==> config.mk <==
export PLATFORM = sky130hd
export DESIGN_NAME = lcs_ctrl
export DESIGN_NICKNAME = d
export VERILOG_FILES = /design/src/lcs_pkg.sv /design/src/lcs_event_latch.sv /design/src/lcs_stats.sv /design/src/lcs_ctrl.sv
export VERILOG_INCLUDE_DIRS = /design/src /design/src/src
export SDC_FILE = /design/constraint.sdc
export NUM_CORES = 2
export LEC_CHECK = 0
export BUFFER_PORTS_ARGS = -buffer_cell sky130_fd_sc_hd__buf_2
export CAP_MARGIN = 5
export CORE_ASPECT_RATIO = 0.6
export CORE_MARGIN = 3
export CORE_UTILIZATION = 55
export DETAILED_ROUTE_END_ITERATION = 10
export PLACE_DENSITY = 0.77
export SLEW_MARGIN = 20
export SYNTH_ARGS = -nofsm -noshare
export SYNTH_HDL_FRONTEND = slang
export SYNTH_SLANG_ARGS = --single-unit
==> constraint.sdc <==
create_clock -name aclk -period 2.6 [get_ports aclk]
set_input_delay 0.52 -clock aclk [delete_from_list [all_inputs] [get_ports aclk]]
set_output_delay 0.52 -clock aclk [all_outputs]
set_load 0.05 [all_outputs]
==> src/lcs_params.svh <==
// Offsets, field positions and reset values of the command/status unit
// Operation
// - Command-unit command codes decode to eight actions
// - Receive-unit command codes decode to eight actions
// - Software interrupt request and interrupt mask bits
// - Command-done event, or transmit-failed by option
// - Frame-received event on whole frame or header
// - Command-inactive event on leaving active, optionally idle
// - Receive-not-ready event whenever ready is left
// - Management event when enabled; software event on request
// - Report command-unit and receive-unit states
// - Host writes command word; device updates status word
// - Selective reset idles both units, keeps configuration
// - No full reset in command word; port register
// - Sixteen statistics counters update automatically
// - Transmit complete once frame copied from memory
// - Transmit starts when FIFO reaches threshold
// - Separate transmit and receive DMA preempt counts
// - Independent 3 Kbyte transmit and receive FIFOs
// - Fixed 64 byte minimum frame length
// - Little-endian only, single linear addressing mode
// - Bus bursts up to 256 doublewords
// - Three receive descriptor formats supported
// - Adaptive interframe spacing instead of manual tuning
`ifndef LCS_PARAMS_SVH
`define LCS_PARAMS_SVH
// Register byte offsets
`define LCS_OFF_STATUS    8'h00
`define LCS_OFF_CMD       8'h04
`define LCS_OFF_PORT      8'h08
`define LCS_OFF_GPTR      8'h0c
`define LCS_OFF_CFG       8'h10
`define LCS_OFF_STAT_SEL  8'h14
`define LCS_OFF_STAT_DATA 8'h18
// Command word fields
`define LCS_CMD_CU_LSB    0
`define LCS_CMD_RU_LSB    4
`define LCS_CMD_MASK_BIT  8
`define LCS_CMD_SWI_BIT   9
// Status word fields
`define LCS_ST_CU_LSB     0
`define LCS_ST_RU_LSB     2
`define LCS_ST_EV_LSB     8
// Event bit positions
`define LCS_EV_CX   0
`define LCS_EV_FR   1
`define LCS_EV_CNA  2
`define LCS_EV_RNR  3
`define LCS_EV_MGMT 4
`define LCS_EV_SWI  5
`define LCS_EV_NUM  6
// Configuration fields
`define LCS_CFG_TNO_BIT    0
`define LCS_CFG_CNAIDLE_BIT 1
`define LCS_CFG_MGMT_BIT   2
`define LCS_CFG_AIFS_BIT   3
`define LCS_CFG_RFD_LSB    4
`define LCS_CFG_THR_LSB    8
`define LCS_CFG_TXPRE_LSB  16
`define LCS_CFG_RXPRE_LSB  24
`define LCS_CFG_RST        32'h0808_1008
// Port functions
`define LCS_PORT_SOFT_RST  4'h0
`define LCS_PORT_SELFTEST  4'h1
`define LCS_PORT_SEL_RST   4'h2
`define LCS_PORT_DUMP      4'h3
// Fixed device figures
`define LCS_MIN_FRAME      12'h040
`define LCS_FIFO_BYTES     12'hc00
`define LCS_BURST_DW       9'h100
`define LCS_NUM_STATS      16
`endif

==> src/lcs_pkg.sv <==
// Types shared by the command/status unit
package lcs_pkg;
  typedef enum logic [1:0] {
    LCS_CU_IDLE, LCS_CU_SUSP, LCS_CU_ACTIVE
  } lcs_cu_state_e;
  typedef enum logic [2:0] {
    LCS_RU_IDLE, LCS_RU_SUSP, LCS_RU_SUSP_NORBD, LCS_RU_NORES,
    LCS_RU_NORES_NORBD, LCS_RU_READY, LCS_RU_READY_NORBD
  } lcs_ru_state_e;
  typedef enum logic [2:0] {
    LCS_CU_NOP = 3'h0, LCS_CU_START = 3'h1, LCS_CU_RESUME = 3'h2,
    LCS_CU_RSVD = 3'h3, LCS_CU_LD_DUMP = 3'h4, LCS_CU_DUMP = 3'h5,
    LCS_CU_LD_BASE = 3'h6, LCS_CU_DUMP_CLR = 3'h7
  } lcs_cu_cmd_e;
  typedef enum logic [2:0] {
    LCS_RU_NOP = 3'h0, LCS_RU_START = 3'h1, LCS_RU_RESUME = 3'h2,
    LCS_RU_RSVD = 3'h3, LCS_RU_ABORT = 3'h4, LCS_RU_LD_HDR = 3'h5,
    LCS_RU_LD_BASE = 3'h6, LCS_RU_RBD_RESUME = 3'h7
  } lcs_ru_cmd_e;
  typedef enum logic [1:0] {
    LCS_RFD_SIMPLE = 2'h0, LCS_RFD_FLEX = 2'h1, LCS_RFD_HEADER = 2'h2
  } lcs_rfd_fmt_e;
  typedef struct packed {
    logic          awready;
    logic          wready;
    logic          bvalid;
    logic [1:0]    bresp;
    logic          arready;
    logic          rvalid;
    logic [1:0]    rresp;
    logic [31:0]   rdata;
    lcs_cu_state_e cu;
    lcs_ru_state_e ru;
    logic [31:0]   cfg;
    logic [31:0]   gptr;
    logic [31:0]   cu_base;
    logic [31:0]   ru_base;
    logic [31:0]   dump_addr;
    logic [31:0]   hdr_size;
    logic          irq_mask;
    logic [3:0]    stat_sel;
    logic          dump_req;
    logic          dump_clr;
    logic          selftest_req;
    logic          tx_start;
    logic          rx_discard;
    logic          irq;
  } lcs_top_s;
endpackage : lcs_pkg

==> src/lcs_event_latch.sv <==
// Sticky event flags, set by hardware and cleared by write-one
module lcs_event_latch #(
  parameter int N = 6
) (
  input  wire logic         aclk,
  input  wire logic         aresetn,
  input  wire logic [N-1:0] set,
  input  wire logic [N-1:0] clr,
  output logic      [N-1:0] flags
);
  typedef struct packed {
    logic [N-1:0] flags;
  } lcs_latch_s;
  lcs_latch_s s;
  lcs_latch_s next_s;

  // Set beats a clear arriving in the same cycle
  always_comb begin
    next_s = s;
    for (int i = 0; i < N; i++) begin
      next_s.flags[i] = set[i] | (s.flags[i] & ~clr[i]);
    end
  end

  // State register
  always_ff @(posedge aclk) begin
    if (!aresetn) begin
      s <= '0;
    end else begin
      s <= next_s;
    end
  end

  assign flags = s.flags;
endmodule // lcs_event_latch

==> src/lcs_stats.sv <==
// Bank of statistics counters with selectable readout
module lcs_stats #(
  parameter int N = 16,
  parameter int W = 32
) (
  input  wire logic                 aclk,
  input  wire logic                 aresetn,
  input  wire logic [N-1:0]         inc,
  input  wire logic                 clr,
  input  wire logic [$clog2(N)-1:0] sel,
  output logic      [W-1:0]         value
);
  typedef struct packed {
    logic [N-1:0][W-1:0] cnt;
    logic [W-1:0]        value;
  } lcs_stats_s;
  lcs_stats_s s;
  lcs_stats_s next_s;

  // Count each completion pulse; clear restarts from this cycle's pulse
  always_comb begin
    next_s = s;
    for (int i = 0; i < N; i++) begin
      if (clr) begin
        next_s.cnt[i] = {{(W-1){1'b0}}, inc[i]};
      end else begin
        next_s.cnt[i] = s.cnt[i] + {{(W-1){1'b0}}, inc[i]};
      end
    end
    next_s.value = s.cnt[sel];
  end

  // State register
  always_ff @(posedge aclk) begin
    if (!aresetn) begin
      s <= '0;
    end else begin
      s <= next_s;
    end
  end

  assign value = s.value;
endmodule // lcs_stats

==> src/lcs_ctrl.sv <==
// Command word, status word and unit state control behind AXI4-Lite
//
// Decided for this implementation: the AXI4-Lite register port and the address map.
`include "lcs_params.svh"
module lcs_ctrl (
  input  wire logic        aclk,
  input  wire logic        aresetn,
  input  wire logic [7:0]  awaddr,
  input  wire logic        awvalid,
  output logic             awready,
  input  wire logic [31:0] wdata,
  input  wire logic [3:0]  wstrb,
  input  wire logic        wvalid,
  output logic             wready,
  output logic [1:0]       bresp,
  output logic             bvalid,
  input  wire logic        bready,
  input  wire logic [7:0]  araddr,
  input  wire logic        arvalid,
  output logic             arready,
  output logic [31:0]      rdata,
  output logic [1:0]       rresp,
  output logic             rvalid,
  input  wire logic        rready,
  input  wire logic        cmd_done,
  input  wire logic        cmd_ibit,
  input  wire logic        tx_copied,
  input  wire logic        tx_bad,
  input  wire logic        cu_list_end,
  input  wire logic        cu_suspend,
  input  wire logic        frame_done,
  input  wire logic [11:0] frame_len,
  input  wire logic        header_done,
  input  wire logic        ru_suspend,
  input  wire logic        ru_no_res,
  input  wire logic        ru_no_rbd,
  input  wire logic        ru_rbd_out,
  input  wire logic        mgmt_done,
  input  wire logic [15:0] stat_inc,
  input  wire logic [11:0] tx_level,
  output logic             irq,
  output logic [1:0]       cu_state,
  output logic [2:0]       ru_state,
  output logic [31:0]      cu_base,
  output logic [31:0]      ru_base,
  output logic [31:0]      dump_addr,
  output logic [31:0]      hdr_size,
  output logic             dump_req,
  output logic             dump_clr,
  output logic             selftest_req,
  output logic             tx_start,
  output logic             rx_discard,
  output logic [7:0]       tx_preempt,
  output logic [7:0]       rx_preempt,
  output logic [1:0]       rfd_format,
  output logic             adaptive_ifs
);
  lcs_pkg::lcs_top_s s;
  lcs_pkg::lcs_top_s next_s;
  logic [`LCS_EV_NUM-1:0] ev_set;
  logic [`LCS_EV_NUM-1:0] ev_clr;
  logic [`LCS_EV_NUM-1:0] ev_flags;
  logic [31:0]            stat_value;
  logic                   wr;
  logic                   rd;
  logic                   cmd_wr;
  logic                   port_wr;
  logic                   sel_rst;
  logic                   full_rst;
  logic                   ru_was_ready;
  logic                   ru_is_ready;
  logic [11:0]            thr_bytes;
  lcs_pkg::lcs_cu_cmd_e   cu_cmd;
  lcs_pkg::lcs_ru_cmd_e   ru_cmd;

  // Apply write strobes byte by byte
  function automatic logic [31:0] merge(input logic [31:0] old,
                                        input logic [31:0] nw,
                                        input logic [3:0]  strb);
    logic [31:0] r;
    r = old;
    for (int b = 0; b < 4; b++) begin
      if (strb[b]) begin
        r[8*b +: 8] = nw[8*b +: 8];
      end
    end
    return r;
  endfunction

  // Handshake decode and derived strobes
  assign wr       = s.awready && awvalid && wvalid;
  assign rd       = s.arready && arvalid;
  assign cmd_wr   = wr && (awaddr == `LCS_OFF_CMD);
  assign port_wr  = wr && (awaddr == `LCS_OFF_PORT) && wstrb[0];
  assign full_rst = port_wr && (wdata[3:0] == `LCS_PORT_SOFT_RST);
  assign sel_rst  = port_wr && (wdata[3:0] == `LCS_PORT_SEL_RST);
  assign cu_cmd   = lcs_pkg::lcs_cu_cmd_e'(wdata[`LCS_CMD_CU_LSB +: 3]);
  assign ru_cmd   = lcs_pkg::lcs_ru_cmd_e'(wdata[`LCS_CMD_RU_LSB +: 3]);
  assign thr_bytes = {1'b0, s.cfg[`LCS_CFG_THR_LSB +: 8], 3'h0};

  // Next-state logic: bus slave, unit state machines, event sources
  always_comb begin
    next_s = s;
    next_s.dump_req     = 1'b0;
    next_s.dump_clr     = 1'b0;
    next_s.selftest_req = 1'b0;
    ev_set = '0;
    ev_clr = '0;
    // Write channel: take address and data together
    next_s.awready = awvalid && wvalid && !s.awready && !s.bvalid;
    next_s.wready  = awvalid && wvalid && !s.awready && !s.bvalid;
    if (s.bvalid && bready) begin
      next_s.bvalid = 1'b0;
    end
    // Read channel
    next_s.arready = arvalid && !s.arready && !s.rvalid;
    if (s.rvalid && rready) begin
      next_s.rvalid = 1'b0;
    end
    // Datapath reports move the units first
    if (cu_list_end) begin
      next_s.cu = lcs_pkg::LCS_CU_IDLE;
    end else if (cu_suspend) begin
      next_s.cu = lcs_pkg::LCS_CU_SUSP;
    end
    if (ru_rbd_out) begin
      next_s.ru = lcs_pkg::LCS_RU_NORES_NORBD;
    end else if (ru_no_res) begin
      next_s.ru = lcs_pkg::LCS_RU_NORES;
    end else if (ru_suspend) begin
      if (s.ru == lcs_pkg::LCS_RU_READY_NORBD) begin
        next_s.ru = lcs_pkg::LCS_RU_SUSP_NORBD;
      end else begin
        next_s.ru = lcs_pkg::LCS_RU_SUSP;
      end
    end else if (ru_no_rbd && s.ru == lcs_pkg::LCS_RU_READY) begin
      next_s.ru = lcs_pkg::LCS_RU_READY_NORBD;
    end
    // Register writes
    if (wr) begin
      next_s.bvalid = 1'b1;
      next_s.bresp  = 2'b00;
      if (awaddr == `LCS_OFF_STATUS) begin
        ev_clr = wdata[`LCS_ST_EV_LSB +: `LCS_EV_NUM] &
                 {`LCS_EV_NUM{wstrb[1]}};
      end else if (awaddr == `LCS_OFF_CMD) begin
        if (wstrb[1]) begin
          next_s.irq_mask = wdata[`LCS_CMD_MASK_BIT];
          ev_set[`LCS_EV_SWI] = wdata[`LCS_CMD_SWI_BIT];
        end
      end else if (awaddr == `LCS_OFF_PORT) begin
        if (wstrb[0] && wdata[3:0] == `LCS_PORT_SELFTEST) begin
          next_s.selftest_req = 1'b1;
        end
        if (wstrb[0] && wdata[3:0] == `LCS_PORT_DUMP) begin
          next_s.dump_req = 1'b1;
        end
      end else if (awaddr == `LCS_OFF_GPTR) begin
        next_s.gptr = merge(s.gptr, wdata, wstrb);
      end else if (awaddr == `LCS_OFF_CFG) begin
        next_s.cfg = merge(s.cfg, wdata, wstrb);
      end else if (awaddr == `LCS_OFF_STAT_SEL) begin
        if (wstrb[0]) begin
          next_s.stat_sel = wdata[3:0];
        end
      end else if (awaddr != `LCS_OFF_STAT_DATA) begin
        next_s.bresp = 2'b10;
      end
    end
    // Command-unit commands
    if (cmd_wr && wstrb[0]) begin
      case (cu_cmd)
        lcs_pkg::LCS_CU_START: next_s.cu = lcs_pkg::LCS_CU_ACTIVE;
        lcs_pkg::LCS_CU_RESUME: begin
          if (s.cu == lcs_pkg::LCS_CU_SUSP) begin
            next_s.cu = lcs_pkg::LCS_CU_ACTIVE;
          end
        end
        lcs_pkg::LCS_CU_LD_DUMP: next_s.dump_addr = s.gptr;
        lcs_pkg::LCS_CU_DUMP: next_s.dump_req = 1'b1;
        lcs_pkg::LCS_CU_LD_BASE: next_s.cu_base = s.gptr;
        lcs_pkg::LCS_CU_DUMP_CLR: begin
          next_s.dump_req = 1'b1;
          next_s.dump_clr = 1'b1;
        end
        default: ;
      endcase
      // Receive-unit commands
      case (ru_cmd)
        lcs_pkg::LCS_RU_START: next_s.ru = lcs_pkg::LCS_RU_READY;
        lcs_pkg::LCS_RU_RESUME: begin
          if (s.ru == lcs_pkg::LCS_RU_SUSP) begin
            next_s.ru = lcs_pkg::LCS_RU_READY;
          end else if (s.ru == lcs_pkg::LCS_RU_SUSP_NORBD) begin
            next_s.ru = lcs_pkg::LCS_RU_READY_NORBD;
          end
        end
        lcs_pkg::LCS_RU_ABORT: next_s.ru = lcs_pkg::LCS_RU_IDLE;
        lcs_pkg::LCS_RU_LD_HDR: next_s.hdr_size = s.gptr;
        lcs_pkg::LCS_RU_LD_BASE: next_s.ru_base = s.gptr;
        lcs_pkg::LCS_RU_RBD_RESUME: begin
          if (s.ru == lcs_pkg::LCS_RU_READY_NORBD ||
              s.ru == lcs_pkg::LCS_RU_NORES_NORBD) begin
            next_s.ru = lcs_pkg::LCS_RU_READY;
          end else if (s.ru == lcs_pkg::LCS_RU_SUSP_NORBD) begin
            next_s.ru = lcs_pkg::LCS_RU_SUSP;
          end
        end
        default: ;
      endcase
    end
    // Selective and software resets through the port register
    if (sel_rst || full_rst) begin
      next_s.cu = lcs_pkg::LCS_CU_IDLE;
      next_s.ru = lcs_pkg::LCS_RU_IDLE;
    end
    if (full_rst) begin
      next_s.cfg       = `LCS_CFG_RST;
      next_s.gptr      = '0;
      next_s.cu_base   = '0;
      next_s.ru_base   = '0;
      next_s.dump_addr = '0;
      next_s.hdr_size  = '0;
      next_s.irq_mask  = 1'b0;
      next_s.stat_sel  = '0;
      ev_clr           = '1;
    end
    // Command completion, or failed transmit when so configured
    if (s.cfg[`LCS_CFG_TNO_BIT]) begin
      ev_set[`LCS_EV_CX] = tx_bad;
    end else begin
      ev_set[`LCS_EV_CX] = (cmd_done || tx_copied) && cmd_ibit;
    end
    // Frame received; short frames are dropped, not reported
    ev_set[`LCS_EV_FR] = (frame_done && frame_len >= `LCS_MIN_FRAME) ||
      (header_done && s.cfg[`LCS_CFG_RFD_LSB +: 2] ==
       lcs_pkg::LCS_RFD_HEADER);
    next_s.rx_discard = frame_done && frame_len < `LCS_MIN_FRAME;
    // Command unit left active, or entered idle when so configured
    ev_set[`LCS_EV_CNA] = s.cu == lcs_pkg::LCS_CU_ACTIVE &&
      next_s.cu != lcs_pkg::LCS_CU_ACTIVE &&
      (!s.cfg[`LCS_CFG_CNAIDLE_BIT] ||
       next_s.cu == lcs_pkg::LCS_CU_IDLE);
    // Receive unit counts as ready in either ready state
    ru_was_ready = s.ru == lcs_pkg::LCS_RU_READY ||
                   s.ru == lcs_pkg::LCS_RU_READY_NORBD;
    ru_is_ready  = next_s.ru == lcs_pkg::LCS_RU_READY ||
                   next_s.ru == lcs_pkg::LCS_RU_READY_NORBD;
    ev_set[`LCS_EV_RNR] = ru_was_ready && !ru_is_ready;
    ev_set[`LCS_EV_MGMT] = mgmt_done && s.cfg[`LCS_CFG_MGMT_BIT];
    // Register reads
    if (rd) begin
      next_s.rvalid = 1'b1;
      next_s.rresp  = 2'b00;
      next_s.rdata  = '0;
      if (araddr == `LCS_OFF_STATUS) begin
        next_s.rdata[`LCS_ST_CU_LSB +: 2] = s.cu;
        next_s.rdata[`LCS_ST_RU_LSB +: 3] = s.ru;
        next_s.rdata[`LCS_ST_EV_LSB +: `LCS_EV_NUM] = ev_flags;
      end else if (araddr == `LCS_OFF_CMD) begin
        next_s.rdata[`LCS_CMD_MASK_BIT] = s.irq_mask;
      end else if (araddr == `LCS_OFF_PORT) begin
        next_s.rdata = '0;
      end else if (araddr == `LCS_OFF_GPTR) begin
        next_s.rdata = s.gptr;
      end else if (araddr == `LCS_OFF_CFG) begin
        next_s.rdata = s.cfg;
      end else if (araddr == `LCS_OFF_STAT_SEL) begin
        next_s.rdata[3:0] = s.stat_sel;
      end else if (araddr == `LCS_OFF_STAT_DATA) begin
        next_s.rdata = stat_value;
      end else begin
        next_s.rresp = 2'b10;
      end
    end
    // Transmit starts at the programmed FIFO level
    next_s.tx_start = tx_level >= thr_bytes;
    // Interrupt follows unmasked pending events
    next_s.irq = |ev_flags && !s.irq_mask;
  end

  // State register
  always_ff @(posedge aclk) begin
    if (!aresetn) begin
      s     <= '0;
      s.cfg <= `LCS_CFG_RST;
    end else begin
      s <= next_s;
    end
  end

  // Sticky events
  lcs_event_latch #(
    .N (`LCS_EV_NUM)
  ) u_events (
    .aclk    (aclk),
    .aresetn (aresetn),
    .set     (ev_set),
    .clr     (ev_clr),
    .flags   (ev_flags)
  );

  // Statistics counters
  lcs_stats #(
    .N (`LCS_NUM_STATS),
    .W (32)
  ) u_stats (
    .aclk    (aclk),
    .aresetn (aresetn),
    .inc     (stat_inc),
    .clr     (s.dump_clr || full_rst),
    .sel     (s.stat_sel),
    .value   (stat_value)
  );

  // Outputs straight from the state register
  assign awready      = s.awready;
  assign wready       = s.wready;
  assign bvalid       = s.bvalid;
  assign bresp        = s.bresp;
  assign arready      = s.arready;
  assign rvalid       = s.rvalid;
  assign rresp        = s.rresp;
  assign rdata        = s.rdata;
  assign irq          = s.irq;
  assign cu_state     = s.cu;
  assign ru_state     = s.ru;
  assign cu_base      = s.cu_base;
  assign ru_base      = s.ru_base;
  assign dump_addr    = s.dump_addr;
  assign hdr_size     = s.hdr_size;
  assign dump_req     = s.dump_req;
  assign dump_clr     = s.dump_clr;
  assign selftest_req = s.selftest_req;
  assign tx_start     = s.tx_start;
  assign rx_discard   = s.rx_discard;
  assign tx_preempt   = s.cfg[`LCS_CFG_TXPRE_LSB +: 8];
  assign rx_preempt   = s.cfg[`LCS_CFG_RXPRE_LSB +: 8];
  assign rfd_format   = s.cfg[`LCS_CFG_RFD_LSB +: 2];
  assign adaptive_ifs = s.cfg[`LCS_CFG_AIFS_BIT];
endmodule // lcs_ctrl

# After elaboration in Yosys (flattened, before gate mapping)
# Index checks and enable logic that the tools add are counted.
# W data, S select, Z words.
# word_totals
regBits	798
latchBits	0
ram_bits	0
rom_bits	0
output_inout_bits	199
word_cells	302
mem_count	0
# op_classes
add_sub_neg	16
n_mul	0
n_div	0
n_lt_le_gt_ge	4
eq_ne	38
n_shift	0
mux	86
bitwise	26
n_reduce_logical	69
# op_table
op	count
$add A32 B1 Y32	16
$mux W32	12
$bmux W32 S4	1
$eq A8 B5 Y1 const B	5
$eq A3 B3 Y1 const B	13
$mux W35	1
$eq A8 B4 Y1 const B	4
$mux W1	32
$mux W2	16
$mux W3	10
$mux W30	1
$logic_and A1 B1 Y1	28
$reduce_and A7 Y1	4
$mux W25	1
$mux W6	4
$reduce_and A6 Y1	4
$mux W20	1
$eq A8 B3 Y1 const B	2
$logic_not A8 Y1	2
$mux W5	3
$not A1 Y1	13
$ge A12 B11 Y1	1
$ge A12 B7 Y1 const B	1
$lt A12 B7 Y1 const B	1
other kinds (27)	63

# Logic depth before layout (Yosys ltp)
# depth
word_depth	16
mapped_depth	11

# Hierarchy
# Synthesis repeated with hierarchy kept, for this count alone.
# hier_totals
cells_unflattened	4348
hier_area_um2	39316.5
# by_module_without_submodules
module	n_inst	cells_per_inst	area_each_um2	seq_area_each_um2
lcs_stats	1	2969	27629.0	10890.4
lcs_ctrl	1	1361	11439.7	4924.7
lcs_event_latch	1	18	247.7	120.1

# Least setup slack after synthesis
# Ideal clock, no wire load.
# synth_path
path_type	register to register
startpoint	reg, netlist name wready
endpoint	reg u_stats.s[100] in the netlist's numbering
setup_time_ns	0.117
t_arrival_ns	2.393
required_ns	2.483
path_slack_ns	0.090
path_stages_with_launch	10
cell_sequence	dfxtp_1 > nand3_1 > nor4_4 > nand3_2 > o31ai_4 > or2_1 > buf_4 > buf_4 > buf_2 > nor2_1
# synth_rtl
element	line_no	text
end signal, assigned	lcs_stats.sv:38	s <= next_s;
end, declared	lcs_stats.sv:17	lcs_stats_s s;

# Worst setup path in the final report
# layout_path
startpoint	reg u_stats.s[352] in the netlist's numbering
endpoint	reg u_stats.s[378] in the netlist's numbering
# layout_via
elab_chain_len	1
# layout_lines
element	line_no	text
$add A32 B1 Y32	lcs_stats.sv:27	next_s.cnt[i] = s.cnt[i] + {{(W-1){1'b0}}, inc[i]};
# Every way passes these cells.
# A chain may end at the register's enable or synchronous reset.

==> results.md <==
* Core Util, Final at 0.636
* Clock transition at path regs at 70 ps
* Period utilization at 0.906
* WL met2 at 44,500 um
* CP cell instances: ha_1 > ha_1 > inv_1 > nor4_1 > buf_4 > and4_1 > and2_1 > nand3_1 > xor2_1 > nor2_1
* Status: finished clean
* RSZ-0062 raised after global routing: no
* Metal3 WL at between 15,000 and 20,000 um
* DR vias at 31,600
* Startpoint Class: flop
* Crit path largest cell delay at 330 ps
* Clock Tree Root: clkbuf_16
* Via density at 5.94
* Endpoints failing hold at 0
* Core area at around 0.067 mm^2
* Area growth, synth to finish at 12.6%
* Top sig layer: met5
* Worst rel slew slack at 0.569
* DR DRC count at 0
* Sequential-to-total area share from yosys stat at 0.419
* Top Family by Delay on Critical Path: simple AND/OR/NAND/NOR gates
* F_max at approximately 420 MHz
* Clock Latency Late Sink at around 620 ps
* FF-to-FF End: u_stats.s[378]$_SDFF_PP0_
* Worst Setup End Kind: flop
* TritonCTS buffer count at 71
* Global Route Usage Sum at 0.298
* Final Max Tran Viols at 0
* Fraction of synthesized area in multiplexers at 0.107
* Remaining antenna violation count after routing at 0
* Largest family of logic cells by synthesized area: simple AND/OR/NAND/NOR gates
* Critical Path Start: u_stats.s[352]$_SDFF_PN0_
* Simple-Gate Fraction of Synth Area at 0.231
* CTS tree: done
* Layout cell share with drive strength beyond 1 at 0.176
* Routed WL at 112,000 um
* Max-cap violations at 0
* Die Width at approximately 350 um
* First-pass GRT wire length at 170,000 um
* Final Power at 0.0252 W
* Critical path type: reg2reg
* Post-Synth Adder-Cell Area at 0.0132
* Dpl hpwl at 83,600 um
* Pin count of the biggest net entering global routing at between 90 and 100
* Crit path max fanout at 6
* Critical path's most frequent cell: ha_1
* Die height at 210 um
* Hold_buf cts at 0
* Async set-or-reset flop fraction in the synthesized netlist at 0
* Total global routing overflow at 0
* Ys Warns at 0
* Pwr/cell area at roughly 590 mW/mm^2
* Post-CTS sizing at 0
* Commonest non-fill, non-tap cell in the layout: dfxtp_1
* Crit path DAT at 2850 ps
* R2r startpoint: u_stats.s[352]$_SDFF_PN0_
* Netlist cell types at 65
* Layout net count at 4,512
* Leak at around 16 nW
* Post-synthesis compound-gate area fraction at 0.0508
* Register area at between 0.015 and 0.02 mm^2
* Initial Util at 0.564
* Final Setup Violations at 0
* Buffers & Inverters on Critical Path at 2
* Row Count at 73
* Worst hold-check path type: in2reg
* Sink Count at 796
* Post-synth EDFFs at 0
* Synth Area in XOR/XNOR at 0.111
* Clock skew at 25.7 ps
* Reg2reg path depth at 10
* Slowest cell on crit path: dfxtp_1
* Cell area after synthesis at 0.0380 mm^2
* Met1 WL at 49,000 um
* Multi-input gate area at 0.0195 mm^2
* Post-DR wirelength/cell at approximately 21 um
* Iter 0 DRT Violations at around 4,100
* Critical Path Sink: u_stats.s[378]$_SDFF_PP0_
* FILL cells at 5,333
* Die area at 0.0724 mm^2
* WP data required at 3100 ps
* Antenna violations before repair at 10
* Maximum root-to-sink buffer count at 3
* Placer congestion estimate at 0.977
* R2r setup slk at about 240 ps
* Buffers on Ports at 302
* #FFs+latches synth at 796
* Ys flop type: dfxtp_1
* Top Ports at just over 300
* WHS at 133 ps
* Post-Syn Instances at 4,214
* VDD IR-drop max at 404 uV
* Vias in the first global route at 29,000
* Syn_area_per_cell at 9.02 um^2
* Shortest period the worst path allows at 2360 ps
* Post-CTS setup buffer count at 0
* H-tree lvl count at 3
* Most frequent cells in the layout: dfxtp_1, nor2_1, nand2_1
* Drt pass-1 iters at 5
* Worst-margin pin slew at 646 ps
* Final setup TNS at 0 ps
* Critical path depth in cells at 10
-- cells in the mapped netlist (all sizes together) (5+ instances only) --
cell	number	share of area
ha	40	0.013
inv	47	0.0046
nand2b	5	0.00082
o2111ai	6	0.0014
nand2	560	0.055
or2	11	0.0018
xor2	315	0.073
a21oi	210	0.028
and3	106	0.017
nor2b	51	0.0084
and2	62	0.010
nor2	634	0.063
o21ai	49	0.0065
dfxtp	796	0.42
buf	287	0.052
nor3	29	0.0040
mux2i	46	0.012
o22ai	5	0.00082
a222oi	6	0.0016
xnor2	166	0.038
nor4	17	0.0038
o211a	11	0.0029
nand4	86	0.014
nand3	278	0.037
clkbuf	113	0.011
or3	8	0.0013
mux4	160	0.095
a22oi	22	0.0043
and4	39	0.0090
-- report_power, final --
group | switching [W] | internal [W] | leakage (nW)
Combinational | 0.000595 | 0.000352 | 8.47
Clock | 0.00486 | 0.00707 | 1.28
Sequential | 0.0000758 | 0.0123 | 6.42
Total | 0.00553 | 0.0197 | 16.2
-- per-layer routing --
metal	global-route usage	up-vias
met5	0	-
met4	0.0776	2
met3	0.0966	211
met2	0.403	1728
met1	0.450	15300
li1	-	14400
-- cell type report --
cell class                      instances  area share
Tap cell                              900      0.0263
Clock buffer                           97      0.0488
Inverter                               47     0.00412
Sequential cell                       796       0.373
Multi-Input combinational cell       2972       0.456
Timing Repair Buffer                  472      0.0789
Clock inverter                         33      0.0130
Antenna cell                            5    0.000292
-- state kept, by name, indices dropped and copies added (netlist names), 3 cells and up --
| signal | count |
|---|---|
| rdata | 32 |
| u_stats.s | 512 |
| rx_preempt | 8 |
| u_events.flags | 6 |
| s | 50 |
| ru_base | 32 |
| dump_addr | 32 |
| u_stats.value | 32 |
| tx_preempt | 8 |
| hdr_size | 32 |
| ru_state | 3 |
| cu_base | 32 |
-- cells by family after synthesis --
family	after synthesis
AND/OR/NAND/NOR	1908
flip-flops	796
XOR/XNOR	481
buffers and inverters	447
AO/OA/AOI/OAI	334
multiplexers	207
adder cells (fa/ha/maj)	40
other	1
-- how the worst min path moves through the flow --
stage / cells after the start / slack, ps / end / from
floorplan: 1 / 420 / irq$_SDFF_PN0_ / s[10]$_SDFFE_PP0P_
finish: 2 / 130 / cu_state[0]$_SDFF_PN0_ / cu_list_end
global placement: 1 / 440 / wready$_SDFF_PN0_ / bvalid$_SDFFE_PN0P_
CTS: 2 / 110 / cu_state[0]$_SDFF_PN0_ / cu_list_end
global route: 2 / 120 / cu_state[0]$_SDFF_PN0_ / cu_list_end
detailed placement: 1 / 430 / wready$_SDFF_PN0_ / bvalid$_SDFFE_PN0P_
-- stage by stage --
step / instance area (um^2) / setup slack, ps / cells
2_1_floorplan: 38000 / 89.5 / 4215
3_3_place_gp: 40100 / -118 / 5187
3_5_place_dp: 40100 / -156 / 5187
4_1_cts: 42800 / 278 / 5317
5_1_grt: 42800 / 16.6 / 5319
6_report: 42800 / 244 / 5322
No activity file was read; power rests on OpenSTA's default activity.
